===== src/fsi_pkg.sv =====
// Constants, carriers and state codes for the fault supervisor.
// Assumes a single 200 MHz clock and a plain register port.
package fsi_pkg;

  // Clock and recovery timing
  localparam int CLK_PERIOD_PS  = 5000;
  localparam int T_UNDERVOLTAGE_LOCKOUT_US      = 20;
  localparam int UNDERVOLTAGE_LOCKOUT_CYCLES    = (T_UNDERVOLTAGE_LOCKOUT_US * 1000 * 1000 + CLK_PERIOD_PS - 1) / CLK_PERIOD_PS;
  localparam int UNDERVOLTAGE_LOCKOUT_CNT_W     = 12;

  // Register port
  localparam int ADDR_W         = 8;
  localparam int DATA_W         = 32;
  localparam logic [7:0] ADDR_IRQ_STATUS = 8'h00;
  localparam logic [7:0] ADDR_IRQ_MASK   = 8'h04;
  localparam logic [7:0] ADDR_SUP_STATUS = 8'h08;

  // Interrupt bit positions
  localparam int IRQ_N          = 7;
  localparam int IRQ_TSD        = 0;
  localparam int IRQ_WAKEUP     = 1;
  localparam int IRQ_CHAN2_OC   = 2;
  localparam int IRQ_CHAN1_OC   = 3;
  localparam int IRQ_MAIN_WARN  = 4;
  localparam int IRQ_AUX_UV     = 5;
  localparam int IRQ_TEMP_WARN  = 6;
  localparam logic [6:0] IRQ_MASK_RESET = 7'h00;
  localparam logic [6:0] IRQ_STATUS_RESET = 7'h00;

  // Supervisor status fields
  localparam int SUP_CHAN_SD_LSB = 0;
  localparam int SUP_REG_SD      = 2;
  localparam int SUP_LOCKOUT     = 3;
  localparam int SUP_READY       = 4;
  localparam int SUP_SERIAL      = 5;
  localparam int SUP_SEL_LSB     = 6;
  localparam int SUP_STRAP_TAKEN = 8;

  // Regulator select strap codes
  localparam logic [1:0] STRAP_MAIN_3V3 = 2'h0;
  localparam logic [1:0] STRAP_AUX_3V3  = 2'h1;
  localparam logic [1:0] STRAP_5V       = 2'h2;

  typedef struct packed {
    logic warn;
    logic shutdown;
    logic recovered;
    logic overcurrent;
    logic drive_enable;
    logic transmit_in;
  } fsi_chan_in_t;

  typedef struct packed {
    logic main_uv;
    logic main_warn;
    logic aux_uv;
    logic reg_uv;
    logic reg_shutdown;
    logic reg_recovered;
  } fsi_supply_in_t;

  typedef enum logic [2:0] {
    SUP_LOCK = 3'b001,
    SUP_WAIT = 3'b010,
    SUP_RUN  = 3'b100
  } fsi_sup_state_t;

endpackage


===== src/fsi_supervisor.sv =====
// Fault supervisor: thermal and supply protection, reset and sticky interrupts.
// Assumes all sensor inputs are already synchronous, one clock, plain register port.
//
// Operation
// - Chan1 warning drives its fault flag low
// - Chan1 shutdown disables only chan1 driver
// - Chan1 re-enabled after hysteresis recovery
// - Chan2 warning drives its fault flag low
// - Chan2 shutdown disables only chan2 driver
// - Chan2 re-enabled after hysteresis recovery
// - Regulator shutdown: regulator, drivers off, reset
// - Regulator recovery, reset waits for output
// - Strap sampled once at power-up, held
// - Aux selected but low: regulator off, reset
// - Supply undervoltage: reset low, drivers off
// - Supplies good: reset high, delayed driver enable
// - Serial mode: push-pull interrupt low on event
// - One interrupt bit per event source; IRQ_TSD is shared by all three shutdowns, IRQ_TEMP_WARN by both warnings
// - Masked sources set bits, never pull low
// - Interrupt bits sticky until host clears
// - Read clears bits, output returns high; a bit whose source is still active in the read cycle stays set
// - All masked holds interrupt output high
// - Unmasking pending bits pulls output low
// - Mode input low pin, high serial
// - Pin mode: overcurrent also lowers fault flag
// - Fault flag released when causes clear
//
// The register addresses and strobed register access were left to the implementer.
`timescale 1ns/1ps
module fsi_supervisor
  import fsi_pkg::*;
(
  // Clock and reset
  input  wire logic                 i_clk,
  input  wire logic                 i_rstn,
  // Mode and strap
  input  wire logic                 i_mode_serial,
  input  wire logic [1:0]           i_regulator_select_strap,
  // Sensors and driver controls
  input  wire fsi_chan_in_t         i_chan1,
  input  wire fsi_chan_in_t         i_chan2,
  input  wire fsi_supply_in_t       i_supply,
  input  wire logic                 i_wakeup_pulse,
  // Register port
  input  wire logic [ADDR_W-1:0]    i_addr,
  input  wire logic [DATA_W-1:0]    i_wdata,
  input  wire logic                 i_wr,
  input  wire logic                 i_rd,
  output logic      [DATA_W-1:0]    o_rdata,
  // Fault flags, open drain
  output logic                      o_chan1_fault_n,
  output logic                      o_chan1_fault_n_oe,
  output logic                      o_chan2_fault_n,
  output logic                      o_chan2_fault_n_oe,
  // Drivers
  output logic                      o_chan1_out,
  output logic                      o_chan1_oe,
  output logic                      o_chan2_out,
  output logic                      o_chan2_oe,
  // Regulator, reset and interrupt
  output logic                      o_regulator_enable,
  output logic      [1:0]           o_regulator_sel,
  output logic                      o_reset_n,
  output logic                      o_irq_n
);

  fsi_chan_in_t      chan_in [2];
  logic [1:0]        chan_sd;
  logic [1:0]        fault_oe;
  logic [1:0]        drv_out;
  logic [1:0]        drv_oe;
  logic              reg_sd;
  logic [1:0]        strap_sel;
  logic              strap_taken;
  logic              aux_missing;
  logic              lockout;
  logic              drivers_ready;
  fsi_sup_state_t    state;
  fsi_sup_state_t    next_state;
  logic [UNDERVOLTAGE_LOCKOUT_CNT_W-1:0] undervoltage_lockout_cnt;
  logic [IRQ_N-1:0]  irq_status;
  logic [IRQ_N-1:0]  irq_mask;
  logic [IRQ_N-1:0]  irq_event;
  logic [IRQ_N-1:0]  next_irq_status;
  logic              rd_status;
  logic              irq_pending;

  assign chan_in[0] = i_chan1;
  assign chan_in[1] = i_chan2;

  // Per-channel thermal latch, fault flag and driver gating
  for (genvar c = 0; c < 2; c++) begin : g_chan
    always_ff @(posedge i_clk or negedge i_rstn) begin
      if (!i_rstn) begin
        chan_sd[c] <= 1'b0;
      end else if (chan_in[c].shutdown) begin
        chan_sd[c] <= 1'b1;
      end else if (chan_in[c].recovered) begin
        chan_sd[c] <= 1'b0;
      end
    end

    always_ff @(posedge i_clk or negedge i_rstn) begin
      if (!i_rstn) begin
        fault_oe[c] <= 1'b0;
      end else begin
        fault_oe[c] <= chan_in[c].warn | (!i_mode_serial & chan_in[c].overcurrent);
      end
    end

    // drivers off until recovery delay ends
    always_ff @(posedge i_clk or negedge i_rstn) begin
      if (!i_rstn) begin
        drv_oe[c]  <= 1'b0;
        drv_out[c] <= 1'b0;
      end else begin
        drv_oe[c]  <= drivers_ready & !chan_sd[c] & !reg_sd & chan_in[c].drive_enable;
        drv_out[c] <= !chan_in[c].transmit_in;
      end
    end

  end

  // Fault data tied low; flops feed the fault enables and driver ports directly
  assign o_chan1_fault_n    = 1'b0;
  assign o_chan2_fault_n    = 1'b0;
  assign o_chan1_fault_n_oe = fault_oe[0];
  assign o_chan2_fault_n_oe = fault_oe[1];
  assign o_chan1_oe         = drv_oe[0];
  assign o_chan2_oe         = drv_oe[1];
  assign o_chan1_out        = drv_out[0];
  assign o_chan2_out        = drv_out[1];

  always_ff @(posedge i_clk or negedge i_rstn) begin
    if (!i_rstn) begin
      reg_sd <= 1'b0;
    end else if (i_supply.reg_shutdown) begin
      reg_sd <= 1'b1;
    end else if (i_supply.reg_recovered) begin
      reg_sd <= 1'b0;
    end
  end

  // strap caught once after power-up release
  always_ff @(posedge i_clk or negedge i_rstn) begin
    if (!i_rstn) begin
      strap_taken <= 1'b0;
      strap_sel   <= STRAP_MAIN_3V3;
    end else if (!strap_taken) begin
      strap_taken <= 1'b1;
      strap_sel   <= i_regulator_select_strap;
    end
  end

  assign aux_missing = strap_taken & (strap_sel == STRAP_AUX_3V3) & i_supply.aux_uv;
  // any cause holds the device in lockout
  assign lockout = !strap_taken | i_supply.main_uv | i_supply.reg_uv | reg_sd | aux_missing;

  always_ff @(posedge i_clk or negedge i_rstn) begin
    if (!i_rstn) begin
      o_regulator_enable <= 1'b0;
      o_regulator_sel    <= STRAP_MAIN_3V3;
      o_reset_n          <= 1'b0;
    end else begin
      o_regulator_enable <= strap_taken & !reg_sd & !aux_missing;
      o_regulator_sel    <= strap_sel;
      o_reset_n          <= !lockout;
    end
  end

  always_comb begin
    next_state = state;
    case (state)
      SUP_LOCK: begin
        if (!lockout) begin
          next_state = SUP_WAIT;
        end
      end
      SUP_WAIT: begin
        if (lockout) begin
          next_state = SUP_LOCK;
        end else if (undervoltage_lockout_cnt == UNDERVOLTAGE_LOCKOUT_CNT_W'(UNDERVOLTAGE_LOCKOUT_CYCLES - 1)) begin
          next_state = SUP_RUN;
        end
      end
      SUP_RUN: begin
        if (lockout) begin
          next_state = SUP_LOCK;
        end
      end
      default: next_state = SUP_LOCK;
    endcase
  end

  always_ff @(posedge i_clk or negedge i_rstn) begin
    if (!i_rstn) begin
      state <= SUP_LOCK;
    end else begin
      state <= next_state;
    end
  end

  // delay counter runs only while waiting
  always_ff @(posedge i_clk or negedge i_rstn) begin
    if (!i_rstn) begin
      undervoltage_lockout_cnt <= '0;
    end else if (state == SUP_WAIT && !lockout) begin
      undervoltage_lockout_cnt <= undervoltage_lockout_cnt + UNDERVOLTAGE_LOCKOUT_CNT_W'(1);
    end else begin
      undervoltage_lockout_cnt <= '0;
    end
  end

  assign drivers_ready = (state == SUP_RUN) & !lockout;

  // one event line per interrupt source
  always_comb begin
    irq_event                = '0;
    irq_event[IRQ_TSD]       = chan_in[0].shutdown | chan_in[1].shutdown | i_supply.reg_shutdown;
    irq_event[IRQ_WAKEUP]    = i_wakeup_pulse;
    irq_event[IRQ_CHAN2_OC]  = chan_in[1].overcurrent;
    irq_event[IRQ_CHAN1_OC]  = chan_in[0].overcurrent;
    irq_event[IRQ_MAIN_WARN] = i_supply.main_warn;
    irq_event[IRQ_AUX_UV]    = i_supply.aux_uv;
    irq_event[IRQ_TEMP_WARN] = chan_in[0].warn | chan_in[1].warn;
  end

  assign rd_status = i_rd & (i_addr == ADDR_IRQ_STATUS);

  // sticky, read-clear, set wins over clear
  assign next_irq_status = (rd_status ? '0 : irq_status) | irq_event;

  always_ff @(posedge i_clk or negedge i_rstn) begin
    if (!i_rstn) begin
      irq_status <= IRQ_STATUS_RESET;
    end else begin
      irq_status <= next_irq_status;
    end
  end

  // Mask bit high blocks the source from the output only
  always_ff @(posedge i_clk or negedge i_rstn) begin
    if (!i_rstn) begin
      irq_mask <= IRQ_MASK_RESET;
    end else if (i_wr && i_addr == ADDR_IRQ_MASK) begin
      irq_mask <= i_wdata[IRQ_N-1:0];
    end
  end

  assign irq_pending = |(irq_status & ~irq_mask);

  // push-pull low only in serial mode
  always_ff @(posedge i_clk or negedge i_rstn) begin
    if (!i_rstn) begin
      o_irq_n <= 1'b1;
    end else begin
      o_irq_n <= !(i_mode_serial & irq_pending);
    end
  end

  // Read data one cycle after the strobe; unmapped reads give zero
  always_ff @(posedge i_clk or negedge i_rstn) begin
    if (!i_rstn) begin
      o_rdata <= '0;
    end else if (i_rd) begin
      o_rdata <= '0;
      case (i_addr)
        ADDR_IRQ_STATUS: o_rdata[IRQ_N-1:0] <= irq_status;
        ADDR_IRQ_MASK:   o_rdata[IRQ_N-1:0] <= irq_mask;
        ADDR_SUP_STATUS: begin
          o_rdata[SUP_CHAN_SD_LSB +: 2] <= chan_sd;
          o_rdata[SUP_REG_SD]           <= reg_sd;
          o_rdata[SUP_LOCKOUT]          <= lockout;
          o_rdata[SUP_READY]            <= drivers_ready;
          o_rdata[SUP_SERIAL]           <= i_mode_serial;
          o_rdata[SUP_SEL_LSB +: 2]     <= strap_sel;
          o_rdata[SUP_STRAP_TAKEN]      <= strap_taken;
        end
        default: o_rdata <= '0;
      endcase
    end else begin
      o_rdata <= '0;
    end
  end
endmodule

===== config.mk =====
export PLATFORM = sky130hd
export DESIGN_NAME = fsi_supervisor
export DESIGN_NICKNAME = d
export VERILOG_FILES = /design/src/fsi_pkg.sv /design/src/fsi_supervisor.sv
export SDC_FILE = /design/constraint.sdc
export NUM_CORES = 1
export LEC_CHECK = 0
export BUFFER_PORTS_ARGS = -buffer_cell sky130_fd_sc_hd__buf_4
export CAP_MARGIN = 0
export CORE_MARGIN = 4
export CORE_UTILIZATION = 47
export DETAILED_ROUTE_END_ITERATION = 16
export PLACE_DENSITY = 0.79
export REMOVE_ABC_BUFFERS = 1
export SYNTH_ARGS = -nofsm -noshare
export SYNTH_HDL_FRONTEND = slang
export SYNTH_SLANG_ARGS = --single-unit

===== constraint.sdc =====
create_clock -name i_clk -period 2.1 [get_ports i_clk]
set_input_delay 0.42 -clock i_clk [delete_from_list [all_inputs] [get_ports i_clk]]
set_output_delay 0.42 -clock i_clk [all_outputs]
set_load 0.01 [all_outputs]

# [After elaboration in Yosys (flattened, before gate mapping)]
# Index checks and enable logic that the tools add are counted.
[totals] reg_bits=78 latchBits=0 ram_bits=0 mem_bits_ro=0 inputBits=66 output_inout_bits=45 elab_cells=92 mem_count=0
[classes] addsub=1 mul=0 div=0 magnitude_cmp=0 eq_ne=10 shift=0 n_mux=16 bitwise=27 reduce_logical=18
[op_table] cell="7-bit case mux with 3 select lines" count=1
[op_table] cell="1-bit AND" count=15
[op_table] cell="12-bit by 1-bit adder with 12-bit output, second input constant" count=1
[op_table] cell="12-bit equality test, second input constant" count=1
[op_table] cell="12-bit 2-to-1 mux" count=1
[op_table] cell="3-bit 2-to-1 mux" count=4
[op_table] cell="1-bit zero test" count=10
[op_table] cell="9-bit 2-to-1 mux" count=1
[op_table] cell="1-bit bitwise OR" count=9
[op_table] cell="3-bit case mux with 3 select lines" count=1
[op_table] cell="8-bit by 3-bit equality test with 1-bit output, second input constant" count=1
[op_table] cell="8-bit by 4-bit equality test with 1-bit output, second input constant" count=1
[op_table] cell="8-bit zero test" count=1
[op_table] cell="7-bit AND" count=1
[op_table] cell="7-bit 2-to-1 mux" count=1
[op_table] cell="7-bit inverter" count=1
[op_table] cell="7-bit bitwise OR" count=1
[op_table] cell="7-bit OR reduction" count=1
[op_table] cell="1-bit 2-to-1 mux" count=6
[op_table] cell="2-bit nonzero test" count=3
[op_table] cell="2-bit inequality test, second input constant" count=2
[op_table] cell="3-bit by 1-bit equality test with 1-bit output, second input constant" count=1
[op_table] cell="3-bit by 2-bit equality test with 1-bit output, second input constant" count=1
[op_table] cell="3-bit equality test, second input constant" count=1
[op_table] cell="5 further kinds" count=6

# [Longest topological paths before layout]
# Gate-level depths: netlist (run 1).
[logic_depth] depth_word=10 depth_mapped=4 ltp_nobuf=4

# [Worst setup path before layout (run 1)]
# OpenSTA, ideal clock, no wires.
[synth_path] path_kind="in2reg" from="input i_addr[1]" to="register irq_status[0]" arrival_ps=1375 path_slack_ps=596 stages=3 path_cell_list="nor4_4 > nand4_4 > a2111o_1"
[synth_between] elab_chain_len=4
[synth_rtl] element="start: declaration" line="fsi_supervisor.sv:45" source="input wire logic [ADDR_W-1:0] i_addr,"
[synth_rtl] element="8-bit zero test" line="fsi_supervisor.sv:228" source="assign rd_status = i_rd & (i_addr == ADDR_IRQ_STATUS);"
[synth_rtl] element="1-bit AND" line="fsi_supervisor.sv:228"
[synth_rtl] element="7-bit 2-to-1 mux" line="fsi_supervisor.sv:231" source="assign next_irq_status = (rd_status ? '0 : irq_status) | irq_event;"
[synth_rtl] element="7-bit bitwise OR" line="fsi_supervisor.sv:231"
[synth_rtl] element="net next_irq_status[0]" line="fsi_supervisor.sv:84" source="logic [IRQ_N-1:0] next_irq_status;"
[synth_rtl] element="end signal: assignment" line="fsi_supervisor.sv:237" source="irq_status <= next_irq_status;"
[synth_rtl] element="end: declaration" line="fsi_supervisor.sv:81" source="logic [IRQ_N-1:0] irq_status;"
# The timed path passes the listed nets, and every way through them passes these cells.
# A chain may end at the register's enable or synchronous reset.

# [Final worst setup path (run 1)]
[layout_path] from="register undervoltage_lockout_cnt[0]" to="register undervoltage_lockout_cnt[10]"
[layout_between] elab_chain_len=2
[layout_rtl] element="start: declaration" line="fsi_supervisor.sv:80" source="logic [UNDERVOLTAGE_LOCKOUT_CNT_W-1:0] undervoltage_lockout_cnt;"
[layout_rtl] element="start signal: assignment" line="fsi_supervisor.sv:208" source="undervoltage_lockout_cnt <= undervoltage_lockout_cnt + UNDERVOLTAGE_LOCKOUT_CNT_W'(1);"
[layout_rtl] element="12-bit by 1-bit adder with 12-bit output" line="fsi_supervisor.sv:208"
[layout_rtl] element="12-bit 2-to-1 mux" line="fsi_supervisor.sv:207" source="end else if (state == SUP_WAIT && !lockout) begin"
# Every way passes these cells.

==> results.md, run 1 <==
- P_leak: 1.55 nW
- Setup_tns: 0 ns
- Dominant cells by area after synthesis: dfrtp_1 52%, buf_4 7.3%, mux2_2 4.0%
- Mux cell area share after synthesis: 6.69%
- EDFF count, synth: 0
- Arr. time, crit path: 1.88 ns
- Worst Setup Path Type: reg2reg
- Outcome: complete, no violations
- Root buffer cell: clkbuf_8
- Met3 GRT Util: 4.93%
- CTS resizes: 0
- Critical Path Start Type: flip-flop
- Clk_lat worst skew: 0.31 ns
- Hold Fails Final Rpt: 0
- Register bit total from synthesis: 55
- Cell with the most instances after synthesis: dfrtp_1
- Initial Util: 49.3%
- Die height: 81.9 um
- Commonest cells post-synth: 53 x dfrtp_1, 25 x buf_4, 14 x inv_1
- Met1 Usage GRT: 20.2%
- Crit end category: flip-flop
- Leading area contributor after synthesis: dfrtp_1
- Mapped Avg Cell Area: 11.4 sq um
- Reg2reg start: undervoltage_lockout_cnt[0]
- Hpwl dp: 3970 um
- Vias per cell: 5.01
- Simple-gate portion of the synthesized area: 17.0%
- Critical-path maximum fanout: 8
- CTS tree: done
- Post-synth cell types: 48
- Remaining Overflow, GRT: 0
- RSZ-0062 raised after global routing: false
- Worst reg-to-reg setup slack: 0.46 ns
- Die width: 81.9 um
- Worst-margin pin slew: 0.686 ns
- Drt first pass iters: 4
- Pwr/cell area: 651 nW/um^2
- Crit path required time: 2.34 ns
- Shortest period the worst path allows: 1.64 ns
- DR iter-0 viols: 78
- Die Area: 6700 sq um
- R2R depth: 4
- Clock skew: 0.00790 ns
- Routed len/inst: 14.5 um
- Synth Warn #: 0
- Min-Delay Path Class: in2async
- Post-Syn Area: 2560 sq um
- Worst hold margin: 0.132 ns
- Setup Buffers After CTS: 0
- Area after DPL: 3020 sq um
- Placement Setup Slack: 0.301 ns
- Tot GR Track Use: 16.9%
- N_diodes: 0
- Finished Core Util: 60.3%
- Total length of routed wires: 5250 um
- Clk pin slew, worst setup/hold paths: 0.10 ns
- Main combinational cell family by area after synthesis: simple AND/OR/NAND/NOR gates
- First-pass GRT wire length: 8550 um
- Top FF cell, synth: dfrtp_1
- Synth Area in Compound Gates: 10.3%
- Gate Count Post-Synth: 225
- Area Growth Syn to Fin: 22.4%
- Initial antenna violation count: 0
- Buffers on Ports: 60
- Slew margin rel.: 54.3%
- Post-synthesis adder-cell area fraction: 0.488%
- Fin worst setup slack: 0.457 ns
- Via count: 1813
- Largest net degree at the start of global routing: 56
- Layout cell share with drive strength beyond 1: 34.2%
- Met2 Use GR: 29.6%
- FFs w/ async S/R, synth: 100%
- Core Area: 5200 sq um
- Post-DRT Antenna Nets: 0
- CTS buffer count: 5
- End point of the critical path: undervoltage_lockout_cnt[10]
- Vias in the first global route: 1857
- Max-slew violations: 0
- Worst R2R End: undervoltage_lockout_cnt[10]
- CP Launch Point: undervoltage_lockout_cnt[0]
- I/O pin count: 111
- XOR/XNOR Fraction of Synth Area: 1.37%
- Sequential area share after synthesis: 53.8%
- Post-synth top area share: 51.7%
- Row cnt: 26
- Clock Path Buffers: 2
- Final setup viols: 0
- Max-cap violations: 0
- Clk sinks: 55
- # hold bufs at CTS: 0
- Fin crit share: 78.2%
- Worst VDD drop: 452 uV
- H-tree depth: 2
- Peak Freq: 609 MHz
- Final #Nets: 358
- Remaining DRCs: 0
- GP Congestion: 0.790
- Most Crowded Layer GR: met2
- Final instance area: 3140 sq um
-- layout make-up --
| cell class | count | area (sq um) |
|---|---|---|
| Clock buffer | 6 | 82.6 |
| Clock inverter | 2 | 38.8 |
| Fill cell | 425 | 2070 |
| Inverter | 14 | 52.6 |
| Multi-Input combinational cell | 151 | 1020 |
| Sequential cell | 55 | 1380 |
| Tap cell | 70 | 87.6 |
| Timing Repair Buffer | 64 | 480 |
-- metal layers --
layer,wire (um),part of all wire [%]
met1,2140,41
met2,2730,52
met3,321,6.1
met4,52,0.99
met5,0,0
-- power by group --
part / switching (mW) / leakage, nW / internal (mW)
Clock: 0.350 / 0.0618 / 0.393
Sequential: 0.0193 / 0.691 / 1.09
Combinational: 0.0987 / 0.794 / 0.0947
Total: 0.468 / 1.55 / 1.57
-- registers in the layout, indices dropped and copies added (netlist names), 2 cells and up --
| signal | flops |
|---|---|
| o_rdata | 9 |
| irq_status | 7 |
| chan_sd | 2 |
| state | 3 |
| o_regulator_sel | 2 |
| strap_sel | 2 |
| undervoltage_lockout_cnt | 12 |
| irq_mask | 7 |
-- stage by stage --
step	instances	power [mW]
6_report	362	2.04
5_1_grt	362	2.13
4_1_cts	362	2.05
3_5_place_dp	354	1.32
3_3_place_gp	354	1.32
2_1_floorplan	220	1.20
-- worst min-delay path by stage --
| stage | end | slack, ns | startpoint |
|---|---|---|---|
| after floorplan | chan_sd[0] | 0.12 | i_rstn |
| after global placement | o_regulator_sel[1] | 0.40 | strap_sel[1] |
| after detailed placement | o_regulator_sel[1] | 0.41 | strap_sel[1] |
| after CTS | o_chan1_out | 0.16 | i_rstn |
| after global routing | o_chan1_out | 0.18 | i_rstn |
| final | o_chan2_out | 0.13 | i_rstn |
-- critical path, cell delays in order (launching register included) --
cell	delay, ns
dfrtp_1	0.42
ha_1	0.25
nand4_2	0.21
or4_1	0.55
a21oi_1	0.15
-- cells by family after synthesis --
group,after synthesis
multiplexers,16
AO/OA/AOI/OAI,38
buffers and inverters,43
flip-flops,55
XOR/XNOR,4
adder cells (fa/ha/maj),1
AND/OR/NAND/NOR,66
other,2
-- layout by cell type (no fill, tap or decap), types with 2 or more instances in the layout --
cell,instances
a21o_2,5
conb_1,26
xor2_1,2
buf_4,64
clkbuf_8,6
mux2i_1,7
o22ai_1,2
nand2_1,8
nand4_1,5
o31ai_1,2
a2bb2oi_1,2
nor2_1,11
nand4_2,2
nor3b_1,4
a21o_1,5
nor3_1,3
a21oi_1,10
nand4b_1,2
or2_2,3
inv_1,14
mux2_2,9
dfstp_2,2
nand3_1,8
dfrtp_1,53
o21ai_0,6
xnor2_1,2
or3_1,5
and3_1,3
Note: power is estimated with default switching activity, not from simulation.
==> inputs of run 2 (changes only) <==
Clock period 2.1 ns to 1.65 ns, I/O delays scaled along.
==> run 2 against run 1 <==
Compared with the run above: utilization grew 0.72 points; sequential share of layout area shrank 0.52 points; via count grew 0.83%; global-route usage grew 0.30 points; routed wire length grew 1.0%; sequential power grew 27%; sequential cell count is the same; final area grew 1.2%; final cell count grew 1.9%; clock power grew 3.1%; largest cell class unchanged.
==> results.md, run 2 (same netlist as run 1, synthesis figures left out) <==
- Min-Delay Path Class: in2async
- Final setup viols: 0
- Total length of routed wires: 5300 um
- DR iter-0 viols: 62
- Buffers on Ports: 60
- Largest register FFs: 12
- Critical-path maximum fanout: 7
- Initial antenna violation count: 0
- Worst-margin pin slew: 0.676 ns
- First-pass GRT wire length: 8730 um
- Largest net degree at the start of global routing: 56
- Clock Path Buffers: 2
- Core Area: 5200 sq um
- Multi-input gate area: 1030 sq um
- Worst VDD drop: 577 uV
- Top Registers: undervoltage_lockout_cnt: 12 flops, o_rdata: 9 flops
- Max-slew violations: 0
- CP max-delay cell: or4_1
- Final instance area: 3180 sq um
- CP max stage delay: 0.52 ns
- Hold Fails Final Rpt: 0
- Remaining DRCs: 0
- WL met2: 2820 um
- Remaining Overflow, GRT: 0
- Finished Core Util: 61.0%
- Most frequent cells in the layout: 71 x buf_4, 53 x dfrtp_1, 26 x conb_1
- CP cell instances: ha_2, nand4_4, or4_1, a21oi_1
- Die height: 81.9 um
- P_leak: 1.57 nW
- Crit path required time: 1.88 ns
- Clock skew: 0.00559 ns
- M1 WL: 2100 um
- Worst Setup Path Type: reg2reg
- Clk pin slew, worst setup/hold paths: 0.09 ns
- Setup_tns: 0 ns
- Initial Util: 49.3%
- Placed cells: 361
- Hpwl dp: 4060 um
- Pwr/cell area: 765 nW/um^2
- Final #Nets: 365
- Layout cell share with drive strength beyond 1: 35.8%
- Die Area: 6700 sq um
- CP Buf/Inv Count: 0
- Post-DRT Antenna Nets: 0
- H-tree depth: 2
- CTS buffer count: 5
- RSZ-0062 raised after global routing: false
- Clk_lat worst skew: 0.31 ns
- Root buffer cell: clkbuf_8
- Die width: 81.9 um
- CTS tree: done
- Row cnt: 26
- Critical Path Start Type: flip-flop
- Vias in the first global route: 1862
- Outcome: complete, no violations
- Met3 routed WL: 314 um
- Max-cap violations: 0
- Fin crit share: 93.9%
- Most common cell after layout, fill and taps aside: buf_4
- Max Used Layer: met4
- Peak Freq: 645 MHz
- Clk sinks: 55
- Via count: 1828
- N_diodes: 0
- I/O pin count: 111
- Drt first pass iters: 4
- Shortest period the worst path allows: 1.55 ns
- Tot GR Track Use: 17.2%
- # hold bufs at CTS: 0
- Slew margin rel.: 54.9%
- Reg area: 1380 sq um
- Top reg by flops: undervoltage_lockout_cnt
- Crit end category: flip-flop
- Fill cells: 433
- Arr. time, crit path: 1.78 ns
- Fin cells: 369
- Area after DPL: 3070 sq um
- Top Family by Delay on Critical Path: simple AND/OR/NAND/NOR gates
- Total power: 2.43 mW
- Routed len/inst: 14.4 um
- Vias per cell: 4.95
- GP Congestion: 0.805
- Area Growth Syn to Fin: 23.9%
==> run 2: repair_timing <==
action,CTS,global route
gates resized for setup,0,2
setup buffers,0,0
setup endpoints to repair,0,1
==> run 2: cell type report <==
class	count	share of cell area, %
flip-flops and latches	55	43.4
multi-input cells	151	32.4
repair buffers	71	16.8
well taps	70	2.76
clock buffers	7	2.72
inverters	14	1.65
clock inverters	1	0.276
==> run 2: final timing paths <==
check | start | end | slack [ns] | cells past startpoint
setup / recovery | undervoltage_lockout_cnt[1] | undervoltage_lockout_cnt[10] | 0.1 | 4
hold / removal | i_rstn | o_chan1_out | 0.06 | 1
setup reg to reg | undervoltage_lockout_cnt[1] | undervoltage_lockout_cnt[10] | 0.1 | 4
hold reg to reg | strap_sel[1] | o_regulator_sel[1] | 0.44 | 0
max in group asynchronous | i_rstn | o_chan2_oe | 1.15 | 1
min in group i_clk | i_chan2[0] | o_chan2_out | 0.15 | 2
==> run 2: power by group <==
part	leakage (nW)	internal, mW	switching, mW
logic	0.830	0.126	0.130
clock network	0.0484	0.345	0.422
registers	0.691	1.38	0.0235
==> run 2: routing by layer <==
layer	track usage [%]	vias up
met5	0	-
met4	4.49	0
met3	4.61	5
met2	30.5	51
met1	20.7	886
li1	-	886
==> run 2: through the flow <==
stage | setup slack, ns | hold slack [ns]
floorplan | 0.162 | 0.0344
global route | 0.0221 | 0.0986
finish | 0.0999 | 0.0570
CTS | 0.0263 | 0.0753
detailed placement | -0.0554 | 0.416
global placement | -0.0327 | 0.401
==> inputs of run 3 (changes only) <==
Settings changed: ABC_AREA set to 1, CORE_UTILIZATION 47 to 48, PLACE_DENSITY 0.79 to 0.8.
==> run 3 against run 2 <==
Compared with the run above: clock skew rose by 0.0012 ns; setup slack better by 0.19 ns; first-iteration DRC count is 120% higher; worst hold slack lost 0.0029 ns; clock-buffer cell count did not move; largest cell class unchanged; synthesized cell count is 36% higher; area after synthesis increased by 1.8%; routed wire length is 3.2% lower; maximum frequency rose by 14%; utilization decreased by 0.50 points.
==> results.md, run 3 <==
- Outcome: complete, no violations
- Dominant cells by area after synthesis: dfrtp_1 51%, nand2_1 10%, buf_4 7.2%
- Shortest period the worst path allows: 1.36 ns
- Post-Syn Area: 2610 sq um
- Vias in the first global route: 1910
- Top reg by flops: undervoltage_lockout_cnt
- Worst hold margin: 0.0541 ns
- Critical-path maximum fanout: 10
- Register bit total from synthesis: 55
- CP cell instances: inv_1, nand2_1, nor2_1, nand2_2, nor2_8, o21ai_1, a21oi_1
- R2R depth: 7
- Setup Buffers After CTS: 0
- Crit path required time: 1.88 ns
- I/O pin count: 111
- Most frequent cells in the layout: 70 x nand2_1, 62 x buf_4, 53 x dfrtp_1
- Max-slew violations: 0
- Initial antenna violation count: 0
- Via count: 2022
- Worst-margin pin slew: 0.662 ns
- Buffers on Ports: 60
- Largest net degree at the start of global routing: 56
- Root buffer cell: clkbuf_8
- Top FF cell, synth: dfrtp_1
- Commonest cells post-synth: 70 x nand2_1, 53 x dfrtp_1, 47 x inv_1
- Worst Setup Path Type: reg2reg
- Synth Warn #: 0
- Sequential area share after synthesis: 52.8%
- End point of the critical path: undervoltage_lockout_cnt[8]
- Hold Fails Final Rpt: 0
- Largest register FFs: 12
- Final setup viols: 0
- Post-synth top area share: 50.8%
- CP max stage delay: 0.40 ns
- CTS buffer count: 5
- Leading area contributor after synthesis: dfrtp_1
- Worst VDD drop: 597 uV
- Pwr/cell area: 758 nW/um^2
- Row cnt: 26
- Clock skew: 0.00680 ns
- Max-cap violations: 0
- Post-DRT Antenna Nets: 0
- Slew margin rel.: 55.9%
- Fin crit share: 82.4%
- Vias per cell: 4.56
- EDFF count, synth: 0
- Layout cell share with drive strength beyond 1: 22.3%
- N_diodes: 0
- Arr. time, crit path: 1.59 ns
- Top Registers: undervoltage_lockout_cnt: 12 flops, o_rdata: 9 flops
- Die Area: 6680 sq um
- P_leak: 1.78 nW
- Reg2reg start: reg_sd
- Hpwl dp: 4090 um
- Critical Path Start Type: flip-flop
- Peak Freq: 736 MHz
- Remaining Overflow, GRT: 0
- Worst R2R End: undervoltage_lockout_cnt[8]
- Post-synth cell types: 28
- Mapped Avg Cell Area: 8.56 sq um
- RSZ-0062 raised after global routing: false
- Fill cells: 472
- H-tree depth: 2
- Gate Count Post-Synth: 305
- Remaining DRCs: 0
- Total length of routed wires: 5130 um
- Cell with the most instances after synthesis: nand2_1
- Routed len/inst: 11.6 um
- Tot GR Track Use: 16.8%
- Die width: 81.7 um
- FFs w/ async S/R, synth: 100%
- Setup_tns: 0 ns
- Clk_lat worst skew: 0.31 ns
- # hold bufs at CTS: 0
- CTS tree: done
- Initial Util: 50.1%
- Die height: 81.7 um
- Clk sinks: 55
- Crit end category: flip-flop
- Clk pin slew, worst setup/hold paths: 0.10 ns
- CTS resizes: 0
- Clock Path Buffers: 2
- Final #Nets: 439
- First-pass GRT wire length: 8490 um
- CP max-delay cell: dfrtp_1
- Area Growth Syn to Fin: 20.7%
- Core Area: 5200 sq um
- DR iter-0 viols: 135
- Min-Delay Path Class: in2async
- Worst reg-to-reg setup slack: 0.29 ns
- Most common cell after layout, fill and taps aside: nand2_1
- Drt first pass iters: 4
- CP Launch Point: reg_sd
- GP Congestion: 0.827
==> run 3: layout make-up <==
class                           instances  area [sq um]  area share [%]
Timing Repair Buffer                   62           465            14.8
Inverter                               48           180            5.72
Multi-Input combinational cell        200           942            29.9
Clock inverter                          1          8.76           0.278
Tap cell                               70          87.6            2.78
Clock buffer                            7          86.3            2.74
Sequential cell                        55          1380            43.8
==> run 3: how the worst min path moves through the flow <==
stage	to	slack (ns)
2_1_floorplan	chan_sd[0]	0.03
3_3_place_gp	o_regulator_sel[1]	0.36
3_5_place_dp	o_regulator_sel[1]	0.36
4_1_cts	strap_sel[1]	0.07
5_1_grt	o_regulator_sel[0]	0.10
6_report	strap_sel[1]	0.05
==> run 3: worst max-delay path, delay by kind of cell, from the launching register on <==
kind	cells	cell delay, ns
and+or+nand+nor	4	0.56
DFF	1	0.40
AOI/OAI and AO/OA	2	0.22
buffers and inverters	1	0.11
==> run 3: per-stage QoR <==
stage / cells / utilization [%] / total power, mW / worst slack (ns) / cell area [sq um]
after detailed placement: 435 / 58.7 / 1.65 / 0.199 / 3050
after floorplan: 303 / - / 1.50 / 0.376 / 2500
after global routing: 443 / 60.5 / 2.51 / 0.149 / 3150
final: 443 / 60.5 / 2.39 / 0.291 / 3150
after CTS: 443 / 60.5 / 2.42 / 0.274 / 3150
after global placement: 435 / 58.7 / 1.64 / 0.238 / 3050
==> run 3: per-layer routing <==
| metal | up-vias | global-route usage, % | share of wire [%] | wire [um] |
|---|---|---|---|---|
| met1 | 927 | 20.5 | 41 | 2090 |
| met4 | 0 | 5.98 | 1.2 | 62 |
| met5 | - | 0 | 0 | 0 |
| met3 | 6 | 3.18 | 6.6 | 341 |
| met2 | 57 | 29.6 | 51 | 2630 |
| li1 | 1032 | - | - | - |
==> run 3: logic make-up after synthesis <==
| group | count (synthesis) | synth area share (%) |
|---|---|---|
| AOI/OAI and AO/OA | 36 | 8.34 |
| adders and majority gates | 1 | 0.479 |
| buffers and inverters | 74 | 14.5 |
| DFF | 55 | 52.8 |
| other | 2 | 0.288 |
| and+or+nand+nor | 137 | 23.5 |
==> run 3: power breakdown <==
part / internal (mW) / switching, mW / total (mW) / leakage, nW
registers: 1.38 / 0.0202 / 1.40 / 0.688
clock network: 0.345 / 0.421 / 0.765 / 0.0484
logic: 0.0970 / 0.121 / 0.219 / 1.05
